`config.mk`:
```
export PLATFORM = sky130hd
export DESIGN_NAME = oem_ctrl
export DESIGN_NICKNAME = d
export VERILOG_FILES = /design/src/oem_pkg.sv /design/src/oem_ctrl.sv
export VERILOG_INCLUDE_DIRS = /design/src
export SDC_FILE = /design/constraint.sdc
export NUM_CORES = 2
export LEC_CHECK = 0
export BUFFER_PORTS_ARGS = -buffer_cell sky130_fd_sc_hd__buf_2
export CAP_MARGIN = 20
export CORE_MARGIN = 4
export CORE_UTILIZATION = 50
export CTS_CLUSTER_DIAMETER = 200
export CTS_CLUSTER_SIZE = 40
export DETAILED_ROUTE_END_ITERATION = 7
export PLACE_DENSITY_LB_ADDON = 0.08
export SETUP_SLACK_MARGIN = 0.3
export SYNTH_ARGS = -nofsm -noshare
export SYNTH_HDL_FRONTEND = slang
export SYNTH_SLANG_ARGS = --single-unit
export TNS_END_PERCENT = 5
```
`constraint.sdc`:
```
create_clock -name clk_sys -period 4.15 [get_ports clk_sys]
set_input_delay 0.6225 -clock clk_sys [delete_from_list [all_inputs] [get_ports clk_sys]]
set_output_delay 0.6225 -clock clk_sys [all_outputs]
set_load 0.05 [all_outputs]
```
`src/oem_map.svh`:
```
// register offsets, field positions, reset values and timing counts of the output control block
`ifndef OEM_MAP_SVH
`define OEM_MAP_SVH
// ********************
// register byte offsets
// ********************
`define OEM_CMD_OFS 8'h00
`define OEM_CFG_OFS 8'h04
`define OEM_VLIM_OFS 8'h08
`define OEM_CLIM_OFS 8'h0c
`define OEM_SLOT_OFS 8'h10
`define OEM_STAT_OFS 8'h14
`define OEM_VEFF_OFS 8'h18
`define OEM_CEFF_OFS 8'h1c
// ********************
// field positions
// ********************
`define OEM_CMD_ON_BIT 0
`define OEM_CMD_OFF_BIT 1
`define OEM_CMD_SAVE_BIT 2
`define OEM_CFG_VREF_BIT 6
`define OEM_CFG_CREF_BIT 7
`define OEM_LIM_W 16
// ********************
// reset values and timing
// ********************
`define OEM_PIN_RST 3'b110
`define OEM_LIM_RST 16'h0000
`define OEM_CLK_MHZ 250
`define OEM_PULSE_US 100
`define OEM_OFF_DELAY_MS 200
`define OEM_RESP_OKAY 2'h0
`define OEM_RESP_SLVERR 2'h2
`endif

```
`src/oem_pkg.sv`:
```
// types of the output control block
package oem_pkg;
  typedef enum logic [1:0] {OEM_SRC_TRIG = 2'h0, OEM_SRC_STBY = 2'h1, OEM_SRC_HOST = 2'h2}
    oem_out_src_t;
  typedef enum logic [1:0] {OEM_MM_VOLT = 2'h0, OEM_MM_CURR = 2'h1, OEM_MM_EXT = 2'h2}
    oem_main_mode_t;
  typedef enum logic [1:0] {OEM_PS_FIXED = 2'h0, OEM_PS_EXT = 2'h1, OEM_PS_LESS = 2'h2}
    oem_prot_src_t;
  // gray path: wait -> load -> run
  typedef enum logic [1:0] {OEM_PU_WAIT = 2'h0, OEM_PU_LOAD = 2'h1, OEM_PU_RUN = 2'h3}
    oem_pu_state_t;
endpackage

```
`src/oem_ctrl.sv`:
```
// output enable, main channel mode and protect limit source control with an axi4-lite slave
`include "oem_map.svh"
module oem_ctrl
  import oem_pkg::*;
#(
  parameter int PULSE_CYC = `OEM_PULSE_US * `OEM_CLK_MHZ,
  parameter logic [`OEM_LIM_W-1:0] RATED_V = 16'h2710,
  parameter logic [`OEM_LIM_W-1:0] RATED_I = 16'h2710,
  parameter logic [`OEM_LIM_W-1:0] MIN_BOX_V = 16'h03e8,
  parameter logic [`OEM_LIM_W-1:0] MIN_BOX_I = 16'h03e8
) (
  // clock and reset
  input wire logic clk_sys,
  input wire logic sys_rst,
  input wire logic nv_rst,
  // pins: shutdown (high = shut down), trigger on/off, analog mode, switch bank
  input wire logic shutdown_pin,
  input wire logic trigger_on_off_pin,
  input wire logic analog_mode_pin,
  input wire logic [4:0] power_up_switch_bank,
  // analog limit inputs after conversion: v+, v-, c+, c- magnitudes
  input wire logic [4*`OEM_LIM_W-1:0] ext_lim_in,
  // power stage and indicators
  output logic out_enable,
  output logic power_stage_off,
  output logic fault_led,
  output logic output_led,
  output logic mode_current,
  output logic vref_ext,
  output logic cref_ext,
  output logic [4*`OEM_LIM_W-1:0] prot_lim_eff,
  // axi4-lite slave
  input wire logic [7:0] s_axi_awaddr,
  input wire logic s_axi_awvalid,
  output logic s_axi_awready,
  input wire logic [31:0] s_axi_wdata,
  input wire logic [3:0] s_axi_wstrb,
  input wire logic s_axi_wvalid,
  output logic s_axi_wready,
  output logic [1:0] s_axi_bresp,
  output logic s_axi_bvalid,
  input wire logic s_axi_bready,
  input wire logic [7:0] s_axi_araddr,
  input wire logic s_axi_arvalid,
  output logic s_axi_arready,
  output logic [31:0] s_axi_rdata,
  output logic [1:0] s_axi_rresp,
  output logic s_axi_rvalid,
  input wire logic s_axi_rready
);
  localparam int LW = `OEM_LIM_W;
  localparam int CW = $clog2(PULSE_CYC + 1);
  localparam logic [2:0] PIN_RST = `OEM_PIN_RST;
  localparam logic [LW-1:0] MAX_V = LW'(RATED_V + RATED_V / 100);
  localparam logic [LW-1:0] MAX_I = LW'(RATED_I + RATED_I / 100);

  // ********************
  // pin synchronisers and pulse width filters
  // ********************
  logic [2:0] pin_raw;
  logic [2:0] pin_flt;
  assign pin_raw = {analog_mode_pin, trigger_on_off_pin, shutdown_pin};
  genvar gi;
  generate
    for (gi = 0; gi < 3; gi++) begin : g_pin
      logic s1, s2, s3;
      logic [CW-1:0] cnt;
      always_ff @(posedge clk_sys) begin
        if (sys_rst) begin
          s1 <= PIN_RST[gi];
          s2 <= PIN_RST[gi];
          s3 <= PIN_RST[gi];
        end else begin
          s1 <= pin_raw[gi];
          s2 <= s1;
          s3 <= s2;
        end
      end
      // a level only counts once it stood for the minimum pulse width
      always_ff @(posedge clk_sys) begin
        if (sys_rst) begin
          cnt <= '0;
          pin_flt[gi] <= PIN_RST[gi];
        end else if (s2 != s3 || s3 == pin_flt[gi]) begin
          cnt <= '0;
        end else if (cnt == CW'(PULSE_CYC - 1)) begin
          cnt <= '0;
          pin_flt[gi] <= s3;
        end else begin
          cnt <= cnt + 1'b1;
        end
      end
    end
  endgenerate
  logic shut_f, trig_f, amode_f, trig_f_d;
  assign shut_f = pin_flt[0];
  assign trig_f = pin_flt[1];
  assign amode_f = pin_flt[2];

  // switch bank is a strap: synchronised, captured once after reset release;
  // the chain runs through reset so the capture never sees a cleared stale value
  logic [4:0] sw1, sw2, sw3, sw;
  always_ff @(posedge clk_sys) begin
    sw1 <= power_up_switch_bank;
    sw2 <= sw1;
    sw3 <= sw2;
  end

  // ********************
  // configuration registers and saved slots
  // ********************
  oem_pu_state_t pu;
  oem_out_src_t out_src, nv_out_src;
  oem_main_mode_t mmode;
  oem_prot_src_t vsrc, csrc;
  logic trig_inv, shut_lat;
  logic [4*LW-1:0] dig_lim;
  logic [4*LW-1:0] slot_lim [16];
  logic slot_cur [16];
  logic wr_go, cmd_on, cmd_off, cmd_save, slot_we;
  logic [7:0] aw_addr;
  logic [31:0] w_data;
  logic [3:0] w_strb;
  logic [3:0] slot_idx;

  function automatic logic [31:0] merge(input logic [31:0] old, input logic [31:0] nw,
                                        input logic [3:0] st);
    logic [31:0] r;
    r = old;
    for (int b = 0; b < 4; b++) begin
      if (st[b]) begin
        r[8*b +: 8] = nw[8*b +: 8];
      end
    end
    return r;
  endfunction

  always_ff @(posedge clk_sys) begin
    if (sys_rst) begin
      pu <= OEM_PU_WAIT;
    end else begin
      case (pu)
        OEM_PU_WAIT: if (sw2 == sw3) pu <= OEM_PU_LOAD;
        OEM_PU_LOAD: pu <= OEM_PU_RUN;
        OEM_PU_RUN: pu <= OEM_PU_RUN;
        default: pu <= OEM_PU_WAIT;
      endcase
    end
  end

  // power-up load from switches, then host writes
  always_ff @(posedge clk_sys) begin
    if (sys_rst) begin
      sw <= 5'h00;
      trig_inv <= 1'b0;
      out_src <= OEM_SRC_TRIG;
      mmode <= OEM_MM_EXT;
      vsrc <= OEM_PS_EXT;
      csrc <= OEM_PS_EXT;
      vref_ext <= 1'b1;
      cref_ext <= 1'b1;
      dig_lim <= {4{`OEM_LIM_RST}};
    end else if (pu == OEM_PU_WAIT && sw2 == sw3) begin
      sw <= sw3;
    end else if (pu == OEM_PU_LOAD) begin
      trig_inv <= !sw[4];
      out_src <= nv_out_src;
      vref_ext <= (sw == 5'h00) || (sw[1] && sw[4]);
      cref_ext <= (sw == 5'h00) || (sw[1] && sw[4]);
      if (sw == 5'h00) begin
        mmode <= OEM_MM_EXT;
      end else if (!sw[4]) begin
        mmode <= slot_cur[sw[3:0]] ? OEM_MM_CURR : OEM_MM_VOLT;
      end else begin
        mmode <= sw[0] ? OEM_MM_VOLT : OEM_MM_CURR;
      end
      if (sw == 5'h00 || sw[4:2] == 3'b100) begin
        vsrc <= OEM_PS_EXT;
        csrc <= OEM_PS_EXT;
      end else begin
        vsrc <= OEM_PS_FIXED;
        csrc <= OEM_PS_FIXED;
        case (sw[4:2])
          3'b101: dig_lim <= {MAX_I, MIN_BOX_I, MAX_V, MIN_BOX_V};
          3'b110: dig_lim <= {MIN_BOX_I, MAX_I, MIN_BOX_V, MAX_V};
          3'b111: dig_lim <= {MAX_I, MAX_I, MAX_V, MAX_V};
          default: dig_lim <= slot_lim[sw[3:0]];
        endcase
      end
    end else if (wr_go) begin
      case (aw_addr)
        `OEM_CFG_OFS: begin
          if (w_strb[0]) begin
            if (w_data[1:0] != 2'h3) mmode <= oem_main_mode_t'(w_data[1:0]);
            if (w_data[3:2] != 2'h3) vsrc <= oem_prot_src_t'(w_data[3:2]);
            if (w_data[5:4] != 2'h3) csrc <= oem_prot_src_t'(w_data[5:4]);
            vref_ext <= w_data[`OEM_CFG_VREF_BIT];
            cref_ext <= w_data[`OEM_CFG_CREF_BIT];
          end
          if (w_strb[1] && w_data[9:8] != 2'h3) out_src <= oem_out_src_t'(w_data[9:8]);
        end
        `OEM_VLIM_OFS: dig_lim[0 +: 32] <= merge(dig_lim[0 +: 32], w_data, w_strb);
        `OEM_CLIM_OFS: dig_lim[32 +: 32] <= merge(dig_lim[32 +: 32], w_data, w_strb);
        default: ;
      endcase
    end
  end

  // slots and saved control source model non-volatile store: only nv_rst clears them
  always_ff @(posedge clk_sys) begin
    if (nv_rst) begin
      nv_out_src <= OEM_SRC_TRIG;
      for (int k = 0; k < 16; k++) begin
        slot_lim[k] <= {4{`OEM_LIM_RST}};
        slot_cur[k] <= 1'b0;
      end
    end else begin
      if (cmd_save) nv_out_src <= out_src;
      if (slot_we && slot_idx != 4'h0) begin
        slot_lim[slot_idx] <= dig_lim;
        slot_cur[slot_idx] <= mode_current;
      end
    end
  end

  // ********************
  // output enable and shutdown
  // ********************
  logic trig_off;
  assign trig_off = trig_inv ? trig_f : !trig_f;
  always_ff @(posedge clk_sys) begin
    if (sys_rst) begin
      shut_lat <= 1'b0;
      power_stage_off <= 1'b0;
      fault_led <= 1'b0;
      trig_f_d <= 1'b1;
    end else begin
      trig_f_d <= trig_f;
      if (shut_f) begin
        shut_lat <= 1'b1;
        power_stage_off <= 1'b1;
        fault_led <= 1'b1;
      end
    end
  end

  // output light is a twin flop so both outputs stay register driven
  always_ff @(posedge clk_sys) begin
    if (sys_rst) begin
      out_enable <= 1'b0;
      output_led <= 1'b0;
    end else if (shut_lat || shut_f || pu != OEM_PU_RUN) begin
      out_enable <= 1'b0;
      output_led <= 1'b0;
    end else begin
      case (out_src)
        OEM_SRC_TRIG: begin
          out_enable <= !trig_off;
          output_led <= !trig_off;
        end
        OEM_SRC_STBY: begin
          if (trig_f_d && !trig_f) begin
            out_enable <= 1'b0;
            output_led <= 1'b0;
          end else if (cmd_on) begin
            out_enable <= 1'b1;
            output_led <= 1'b1;
          end
        end
        default: begin
          if (cmd_off) begin
            out_enable <= 1'b0;
            output_led <= 1'b0;
          end else if (cmd_on) begin
            out_enable <= 1'b1;
            output_led <= 1'b1;
          end
        end
      endcase
    end
  end

  // ********************
  // main channel mode and effective protect limits
  // ********************
  always_ff @(posedge clk_sys) begin
    if (sys_rst) begin
      mode_current <= 1'b0;
    end else begin
      mode_current <= (mmode == OEM_MM_EXT) ? !amode_f : (mmode == OEM_MM_CURR);
    end
  end
  generate
    for (gi = 0; gi < 4; gi++) begin : g_lim
      logic [LW-1:0] d, a;
      oem_prot_src_t s;
      assign d = dig_lim[gi*LW +: LW];
      assign a = ext_lim_in[gi*LW +: LW];
      assign s = (gi < 2) ? vsrc : csrc;
      always_ff @(posedge clk_sys) begin
        if (sys_rst) begin
          prot_lim_eff[gi*LW +: LW] <= `OEM_LIM_RST;
        end else begin
          case (s)
            OEM_PS_EXT: prot_lim_eff[gi*LW +: LW] <= a;
            OEM_PS_LESS: prot_lim_eff[gi*LW +: LW] <= (d < a) ? d : a;
            default: prot_lim_eff[gi*LW +: LW] <= d;
          endcase
        end
      end
    end
  endgenerate

  // ********************
  // axi4-lite slave
  // ********************
  logic aw_hold, w_hold;
  assign wr_go = aw_hold && w_hold && !s_axi_bvalid;
  assign cmd_on = wr_go && aw_addr == `OEM_CMD_OFS && w_strb[0] && w_data[`OEM_CMD_ON_BIT];
  assign cmd_off = wr_go && aw_addr == `OEM_CMD_OFS && w_strb[0] && w_data[`OEM_CMD_OFF_BIT];
  assign cmd_save = wr_go && aw_addr == `OEM_CMD_OFS && w_strb[0] && w_data[`OEM_CMD_SAVE_BIT];
  assign slot_we = wr_go && aw_addr == `OEM_SLOT_OFS && w_strb[0];
  assign slot_idx = w_data[3:0];
  always_ff @(posedge clk_sys) begin
    if (sys_rst) begin
      aw_hold <= 1'b0;
      w_hold <= 1'b0;
      s_axi_awready <= 1'b1;
      s_axi_wready <= 1'b1;
      s_axi_bvalid <= 1'b0;
      s_axi_bresp <= `OEM_RESP_OKAY;
      aw_addr <= 8'h00;
      w_data <= 32'h0000_0000;
      w_strb <= 4'h0;
    end else begin
      if (s_axi_awvalid && s_axi_awready) begin
        aw_hold <= 1'b1;
        aw_addr <= {s_axi_awaddr[7:2], 2'b00};
        s_axi_awready <= 1'b0;
      end
      if (s_axi_wvalid && s_axi_wready) begin
        w_hold <= 1'b1;
        w_data <= s_axi_wdata;
        w_strb <= s_axi_wstrb;
        s_axi_wready <= 1'b0;
      end
      if (wr_go) begin
        s_axi_bvalid <= 1'b1;
        s_axi_bresp <= (aw_addr > `OEM_SLOT_OFS) ? `OEM_RESP_SLVERR : `OEM_RESP_OKAY;
      end
      if (s_axi_bvalid && s_axi_bready) begin
        s_axi_bvalid <= 1'b0;
        aw_hold <= 1'b0;
        w_hold <= 1'b0;
        s_axi_awready <= 1'b1;
        s_axi_wready <= 1'b1;
      end
    end
  end
  always_ff @(posedge clk_sys) begin
    if (sys_rst) begin
      s_axi_arready <= 1'b1;
      s_axi_rvalid <= 1'b0;
      s_axi_rresp <= `OEM_RESP_OKAY;
      s_axi_rdata <= 32'h0000_0000;
    end else if (s_axi_arvalid && s_axi_arready) begin
      s_axi_arready <= 1'b0;
      s_axi_rvalid <= 1'b1;
      s_axi_rresp <= `OEM_RESP_OKAY;
      case ({s_axi_araddr[7:2], 2'b00})
        `OEM_CMD_OFS, `OEM_SLOT_OFS: s_axi_rdata <= 32'h0000_0000;
        `OEM_CFG_OFS: s_axi_rdata <= {22'h0, out_src, cref_ext, vref_ext, csrc, vsrc, mmode};
        `OEM_VLIM_OFS: s_axi_rdata <= dig_lim[0 +: 32];
        `OEM_CLIM_OFS: s_axi_rdata <= dig_lim[32 +: 32];
        `OEM_STAT_OFS: s_axi_rdata <= {21'h0, pu == OEM_PU_RUN, sw, trig_inv, mode_current,
                                       fault_led, shut_lat, out_enable};
        `OEM_VEFF_OFS: s_axi_rdata <= prot_lim_eff[0 +: 32];
        `OEM_CEFF_OFS: s_axi_rdata <= prot_lim_eff[32 +: 32];
        default: begin
          s_axi_rdata <= 32'h0000_0000;
          s_axi_rresp <= `OEM_RESP_SLVERR;
        end
      endcase
    end else if (s_axi_rvalid && s_axi_rready) begin
      s_axi_rvalid <= 1'b0;
      s_axi_arready <= 1'b1;
    end
  end

  // ********************
  // assertions
  // ********************
  property p_shut_latch;
    @(posedge clk_sys) disable iff (sys_rst) shut_f |=> shut_lat && power_stage_off;
  endproperty
  a_shut_latch: assert property (p_shut_latch) else $error("shutdown not latched");
  property p_shut_hold;
    @(posedge clk_sys) disable iff (sys_rst) shut_lat |=> shut_lat && fault_led;
  endproperty
  a_shut_hold: assert property (p_shut_hold) else $error("shutdown latch released");
  property p_no_out_shut;
    @(posedge clk_sys) disable iff (sys_rst) shut_lat |-> ##1 !out_enable [*3];
  endproperty
  a_no_out_shut: assert property (p_no_out_shut) else $error("output on while shut");
  property p_trig_follow;
    @(posedge clk_sys) disable iff (sys_rst)
      (pu == OEM_PU_RUN && out_src == OEM_SRC_TRIG && !shut_lat && !shut_f)
      |=> out_enable == !$past(trig_off) && output_led == out_enable;
  endproperty
  a_trig_follow: assert property (p_trig_follow) else $error("trigger not followed");
  property p_stby_off;
    @(posedge clk_sys) disable iff (sys_rst)
      (pu == OEM_PU_RUN && out_src == OEM_SRC_STBY && $fell(trig_f)) |=> !out_enable;
  endproperty
  a_stby_off: assert property (p_stby_off) else $error("low pulse did not turn off");
  property p_stby_hold;
    @(posedge clk_sys) disable iff (sys_rst)
      (pu == OEM_PU_RUN && out_src == OEM_SRC_STBY && out_enable && trig_f && !shut_f)
      |=> out_enable;
  endproperty
  a_stby_hold: assert property (p_stby_hold) else $error("high trigger changed output");
  property p_pol;
    @(posedge clk_sys) disable iff (sys_rst) pu == OEM_PU_LOAD |=> trig_inv == !$past(sw[4]);
  endproperty
  a_pol: assert property (p_pol) else $error("trigger polarity wrong");
  property p_mode_sw;
    @(posedge clk_sys) disable iff (sys_rst)
      (pu == OEM_PU_LOAD && sw[4]) |=> ##1 mode_current == !$past(sw[0], 2);
  endproperty
  a_mode_sw: assert property (p_mode_sw) else $error("switch mode wrong");
  property p_less;
    @(posedge clk_sys) disable iff (sys_rst)
      vsrc == OEM_PS_LESS |=> prot_lim_eff[0 +: LW] <= $past(ext_lim_in[0 +: LW]);
  endproperty
  a_less: assert property (p_less) else $error("lesser limit exceeded");
  property p_ext_lim;
    @(posedge clk_sys) disable iff (sys_rst)
      csrc == OEM_PS_EXT |=> prot_lim_eff[2*LW +: LW] == $past(ext_lim_in[2*LW +: LW]);
  endproperty
  a_ext_lim: assert property (p_ext_lim) else $error("external limit not followed");
  c_shut: cover property (@(posedge clk_sys) disable iff (sys_rst) $rose(shut_lat));
  c_stby: cover property (@(posedge clk_sys) disable iff (sys_rst)
    out_src == OEM_SRC_STBY && $fell(out_enable));
  c_host_on: cover property (@(posedge clk_sys) disable iff (sys_rst)
    out_src == OEM_SRC_HOST && cmd_on);
  c_save: cover property (@(posedge clk_sys) disable iff (sys_rst) cmd_save);
endmodule

```
[After elaboration in Yosys (flattened, before gate mapping)]
Memory sizes are Yosys's and may differ from the RTL's. A register that Yosys moved wholly into a read port is not among the register bits.
Index checks and enable logic that the tools add are counted.
Widths: inputs -> output; s select.
Storage, ports and cells
  flip-flop bits (word level): 310
  RAM bits: 1040
  memories kept: 2
  bits in latches: 0
  memory bits (read-only): 0
  output and inout bits: 112
Cells by class
  order comparisons: 5
  $mul: 0
  divide/modulo/power cells: 0
  muxes and demuxes: 84
  shift-type cells: 0
  equality and inequality tests: 41
  reduce and logical (&&, ||, !) cells: 76
  add/sub/neg operators: 3
  bitwise logic cells: 4
Memories
  slot_lim: words 16, width 64, read ports 1, clocked after Yosys merged registers in 1, write ports 16, line oem_ctrl.sv:118  | logic [4*LW-1:0] slot_lim [16];
  slot_cur: words 16, width 1, read ports 1, clocked after Yosys merged registers in 1, write ports 16, line oem_ctrl.sv:119  | logic slot_cur [16];
Operator list (number)
  $mux 64: 4
  $pmux 32 s6: 1
  $pmux 64 s3: 1
  $pmux 16 s2: 4
  $lt 16x16->1: 4
  $mux 16: 4
  $mux 32: 2
  $reduce_or 64->1: 1
  $reduce_and 5->1: 11
  $mux 2: 23
  $add 15x1->15 const B: 3
  $eq 15x15->1 const B: 3
  $mux 1: 32
  $mux 8: 4
  $eq 6x3->1 const B: 5
  $reduce_bool 2->1: 13
  $eq 6x2->1 const B: 4
  $mux 4: 6
  $logic_and 1x1->1: 19
  $ne 2x2->1 const B: 7
  $eq 3x3->1 const B: 4
  $eq 6x1->1 const B: 2
  $eq 2x1->1 const B: 5
  $reduce_or 3->1: 3
  other kinds (20): 48

[Logic depth before layout (Yosys ltp)]
  depth after elaboration: 10
  mapped depth: 9
  mapped depth without buffers: 8

[Worst setup path before layout]
No wires, ideal clock.
  kind: register -> register
  start point: reg s_axi_bvalid
  end point: mem slot_cur[2] (enable)
  required time: 3755 ps
  arrival: 2711 ps
  period minus slack after synthesis: 3105 ps
  cell stages (with the launch flop): 9
  setup time: 395 ps
  setup slack: 1045 ps
  cell sequence: dfxtp_1 > and3b_1 > buf_2 > nand2_1 > nor4_1 > nand2_1 > clkbuf_1 > nor3_1 > or2_2
RTL lines
  start, declared: line oem_ctrl.sv:41  | output logic s_axi_bvalid,
  start signal, assigned: line oem_ctrl.sv:330  | s_axi_bvalid <= 1'b0;
  start signal, assigned: line oem_ctrl.sv:348  | s_axi_bvalid <= 1'b1;
  start signal, assigned: line oem_ctrl.sv:352  | s_axi_bvalid <= 1'b0;
  end, declared: line oem_ctrl.sv:119

==> results_dict.tcl <==
set metrics [dict create \
    status "complete, no violations" \
    postRouteAntennaNets 0 \
    area_delta_synth_final_pct 6.875 \
    antenna_found_initial 10 \
    regToRegSetupSlack_ns 0.41 \
    gp_congestion 0.9628 \
    ys_types 67 \
    holdPathStages 1 \
    grt_pass1_vias 40970 \
    post_drt_wl_per_cell_um 30.73 \
    drv_cap 0 \
    p_per_area_nw_per_um2 350.2 \
    min_to "sw1[4]" \
    critPathMaxFanout 69 \
    rsz0062_at_grt "false" \
    crit_chain "nor3_1, nand3_1, nor3_1, nand3b_1, buf_4, buf_4, nor3_1" \
    skew_ns 0.03906 \
    dp_hpwl_um 126800 \
    worstSetupEndpointType "register" \
    startpoint_type "register" \
    start_util_pct 50.42 \
    first_pass_iters 6 \
    slew_headroom_pct 12.80 \
    design.portCount 244 \
    min_period_ns 3.742 \
    fmax_mhz 267.3 \
    cts.sinks 1352 \
    min_from "power_up_switch_bank[4]" \
    vias_per_cell 6.591 \
    p_leak_nw 21.26 \
    nNetsFinal 5043 \
    yosys_warnings 0 \
    portBuffers 237 \
    critPathKind "reg2reg" \
    synth-main-ff-cell "edfxtp_1" \
    syn_inst 4886 \
    routed_wl_um 199700 \
    clock-root-buffer "clkbuf_16" \
    ys_seq_area_share_pct 60.91 \
    min_path_type "in2reg" \
    worst-endpoint-required_ns 4.65 \
    synth.largest_area_cell "edfxtp_1" \
    ir_worst_vdd_v 0.0002958 \
    clockBufferDepth 3 \
    cts_max_level 2 \
    dieArea_sq_um 128700 \
    dr_total_vias 42820 \
    coreArea_sq_um 122000 \
    drcViolationCount 0 \
    rows 128 \
    grt_use_total_pct 30.38 \
    syn_area_sq_um 61530 \
    post-route-period-util_pct 90.16 \
    drt-initial-drc-count 5928 \
    grt_max_degree 200 \
    stdcell_area_sq_um 65760 \
    cts_buffers 39 \
    drive_gt1_share_pct 15.74 \
    tightest_slew_ns 1.308 \
    die_height_um 358.8 \
    r2r-end "slot_lim[13][21]" \
    cpMaxStageDelayCell "nand3b_1" \
    cts.repair.resized 0 \
    postCtsSetupRepairBufs 0 \
    synth_area_leaders "edfxtp_1 (51%), dfxtp_1 (10%), mux4_2 (9.8%)" \
    yosysTopAreaCellShare_pct 50.75 \
    rr_startpoint "aw_addr[5]" \
    cts_tree "done" \
    dpl_cell_area_sq_um 64610 \
    crit_arrival_ns 4.24 \
    clk_pin_slew_ns 0.17 \
    grt_overflow 0 \
    synth-edff-count 1040 \
    cp_common_cell "nor3_1" \
    setup_viol 0 \
    max_stage_delay_ns 0.64 \
    cts_hold_buf 0 \
    syn_avg_cell_area_sq_um 12.59 \
    clk_latency_ns 0.70 \
    die_w_um 358.8 \
    yosys_register_bits 1352 \
    hold_viol 0 \
    setup_tns_ns 0 \
    async_reset_ff_share_pct 0 \
    grt_pass1_wl_um 292400 \
    maxSlewViolCount 0 \
    r2r_cells 7 \
]
-- critical path, delay by kind of cell, from the launching register on --
kind / cells / cell delay, ns
buf+inv: 2 / 1.09
flops: 1 / 0.36
simple gates: 5 / 2.03
-- cell type report --
cell class / count / area (sq um)
antenna: 6 / 15.01
clock buffer: 60 / 1076
clock inverter: 3 / 33.78
fill: 10420 / 56280
inverter: 140 / 526.8
multi-input combinational: 2931 / 21740
sequential: 1352 / 37490
tap: 1625 / 2033
timing repair buffer: 380 / 2844
-- cell families after synthesis --
logic type | synth area share (%)
compound gates | 7.259
xor+xnor | 0.5694
fa+ha+maj | 1.362
buf+inv | 4.447
flops | 60.91
mux | 11.50
other cells | 0.006094
simple gates | 13.95
-- how the worst max path moves through the flow --
stage                  from                to  slack (ns)
2_1_floorplan  s_axi_bvalid       slot_cur[2]        1.04
3_3_place_gp         nv_rst  slot_lim[14][25]        0.14
3_5_place_dp     aw_addr[5]   slot_lim[1][23]        0.55
4_1_cts          aw_addr[5]   slot_lim[1][20]        0.52
5_1_grt          aw_addr[5]   slot_lim[1][22]        0.33
6_report         aw_addr[5]  slot_lim[13][21]        0.41
-- sequential cells by signal, summed over array words and instances (netlist names), 5 cells and up, named ones only --
register	flops
slot_lim	1024
aw_addr	6
g_pin.cnt	45
sw3	5
s_axi_rdata	32
sw	5
sw2	5
slot_cur	16
dig_lim	64
sw1	5
w_data	32
prot_lim_eff	64
-- through the flow --
step                      cells  setup slack, ns  utilization (%)  hold slack (ns)  total power [W]
after CTS                  6489           0.5191            53.85         0.008718          0.02310
after floorplan            4952            1.045                -           0.3096          0.01656
after global routing       6492           0.3274            53.88         0.008449          0.02371
after detailed placement   6426           0.5544            52.94           0.3132          0.01743
final                      6497           0.4084            53.89          0.03479          0.02303
after global placement     6424           0.1350            52.92           0.3124          0.01740
-- synthesized netlist by cell type (98+ instances only) --
cell type	n
inv_1	98
nor4_1	206
buf_2	101
nand3_1	112
edfxtp_1	1040
a21oi_1	287
mux4_2	268
clkbuf_1	375
dfxtp_1	312
nand2_1	260
nor3_1	787
nor2_1	148
-- routing by layer --
metal,part of all wire (%),vias up,GRT usage [%],wire [um]
li1,-,18640,-,-
met1,42,21880,44.47,83220
met2,44,2050,45.80,88690
met3,9.6,240,5.747,19110
met4,4.3,2,10.59,8645
met5,0.0040,-,0,8
-- cells in the final DEF, fill, tap and decap left out, drive strengths merged, types with 11 or more instances in the layout --
cell,n
a221oi,32
a22oi,48
or2,23
mux4,268
a21o,70
nor2,148
conb,67
a32o,16
nand2b,11
nand2,260
clkbuf,61
buf,379
inv,101
o211ai,66
xor2,31
o21ai,51
mux2,16
edfxtp,1040
nand3,114
nor3,789
ha,67
nand4,86
a21oi,289
and2,23
dfxtp,312
mux2i,86
clkinv,42
o22ai,13
a211oi,37
nor4,208
-- power by group --
group | total, W | internal [W] | switching (W)
clock | 0.00588 | 0.00185 | 0.00403
sequential | 0.0152 | 0.0150 | 0.000200
combinational | 0.00198 | 0.000599 | 0.00138
total | 0.0230 | 0.0174 | 0.00560
(Power assumes the default switching activity.)
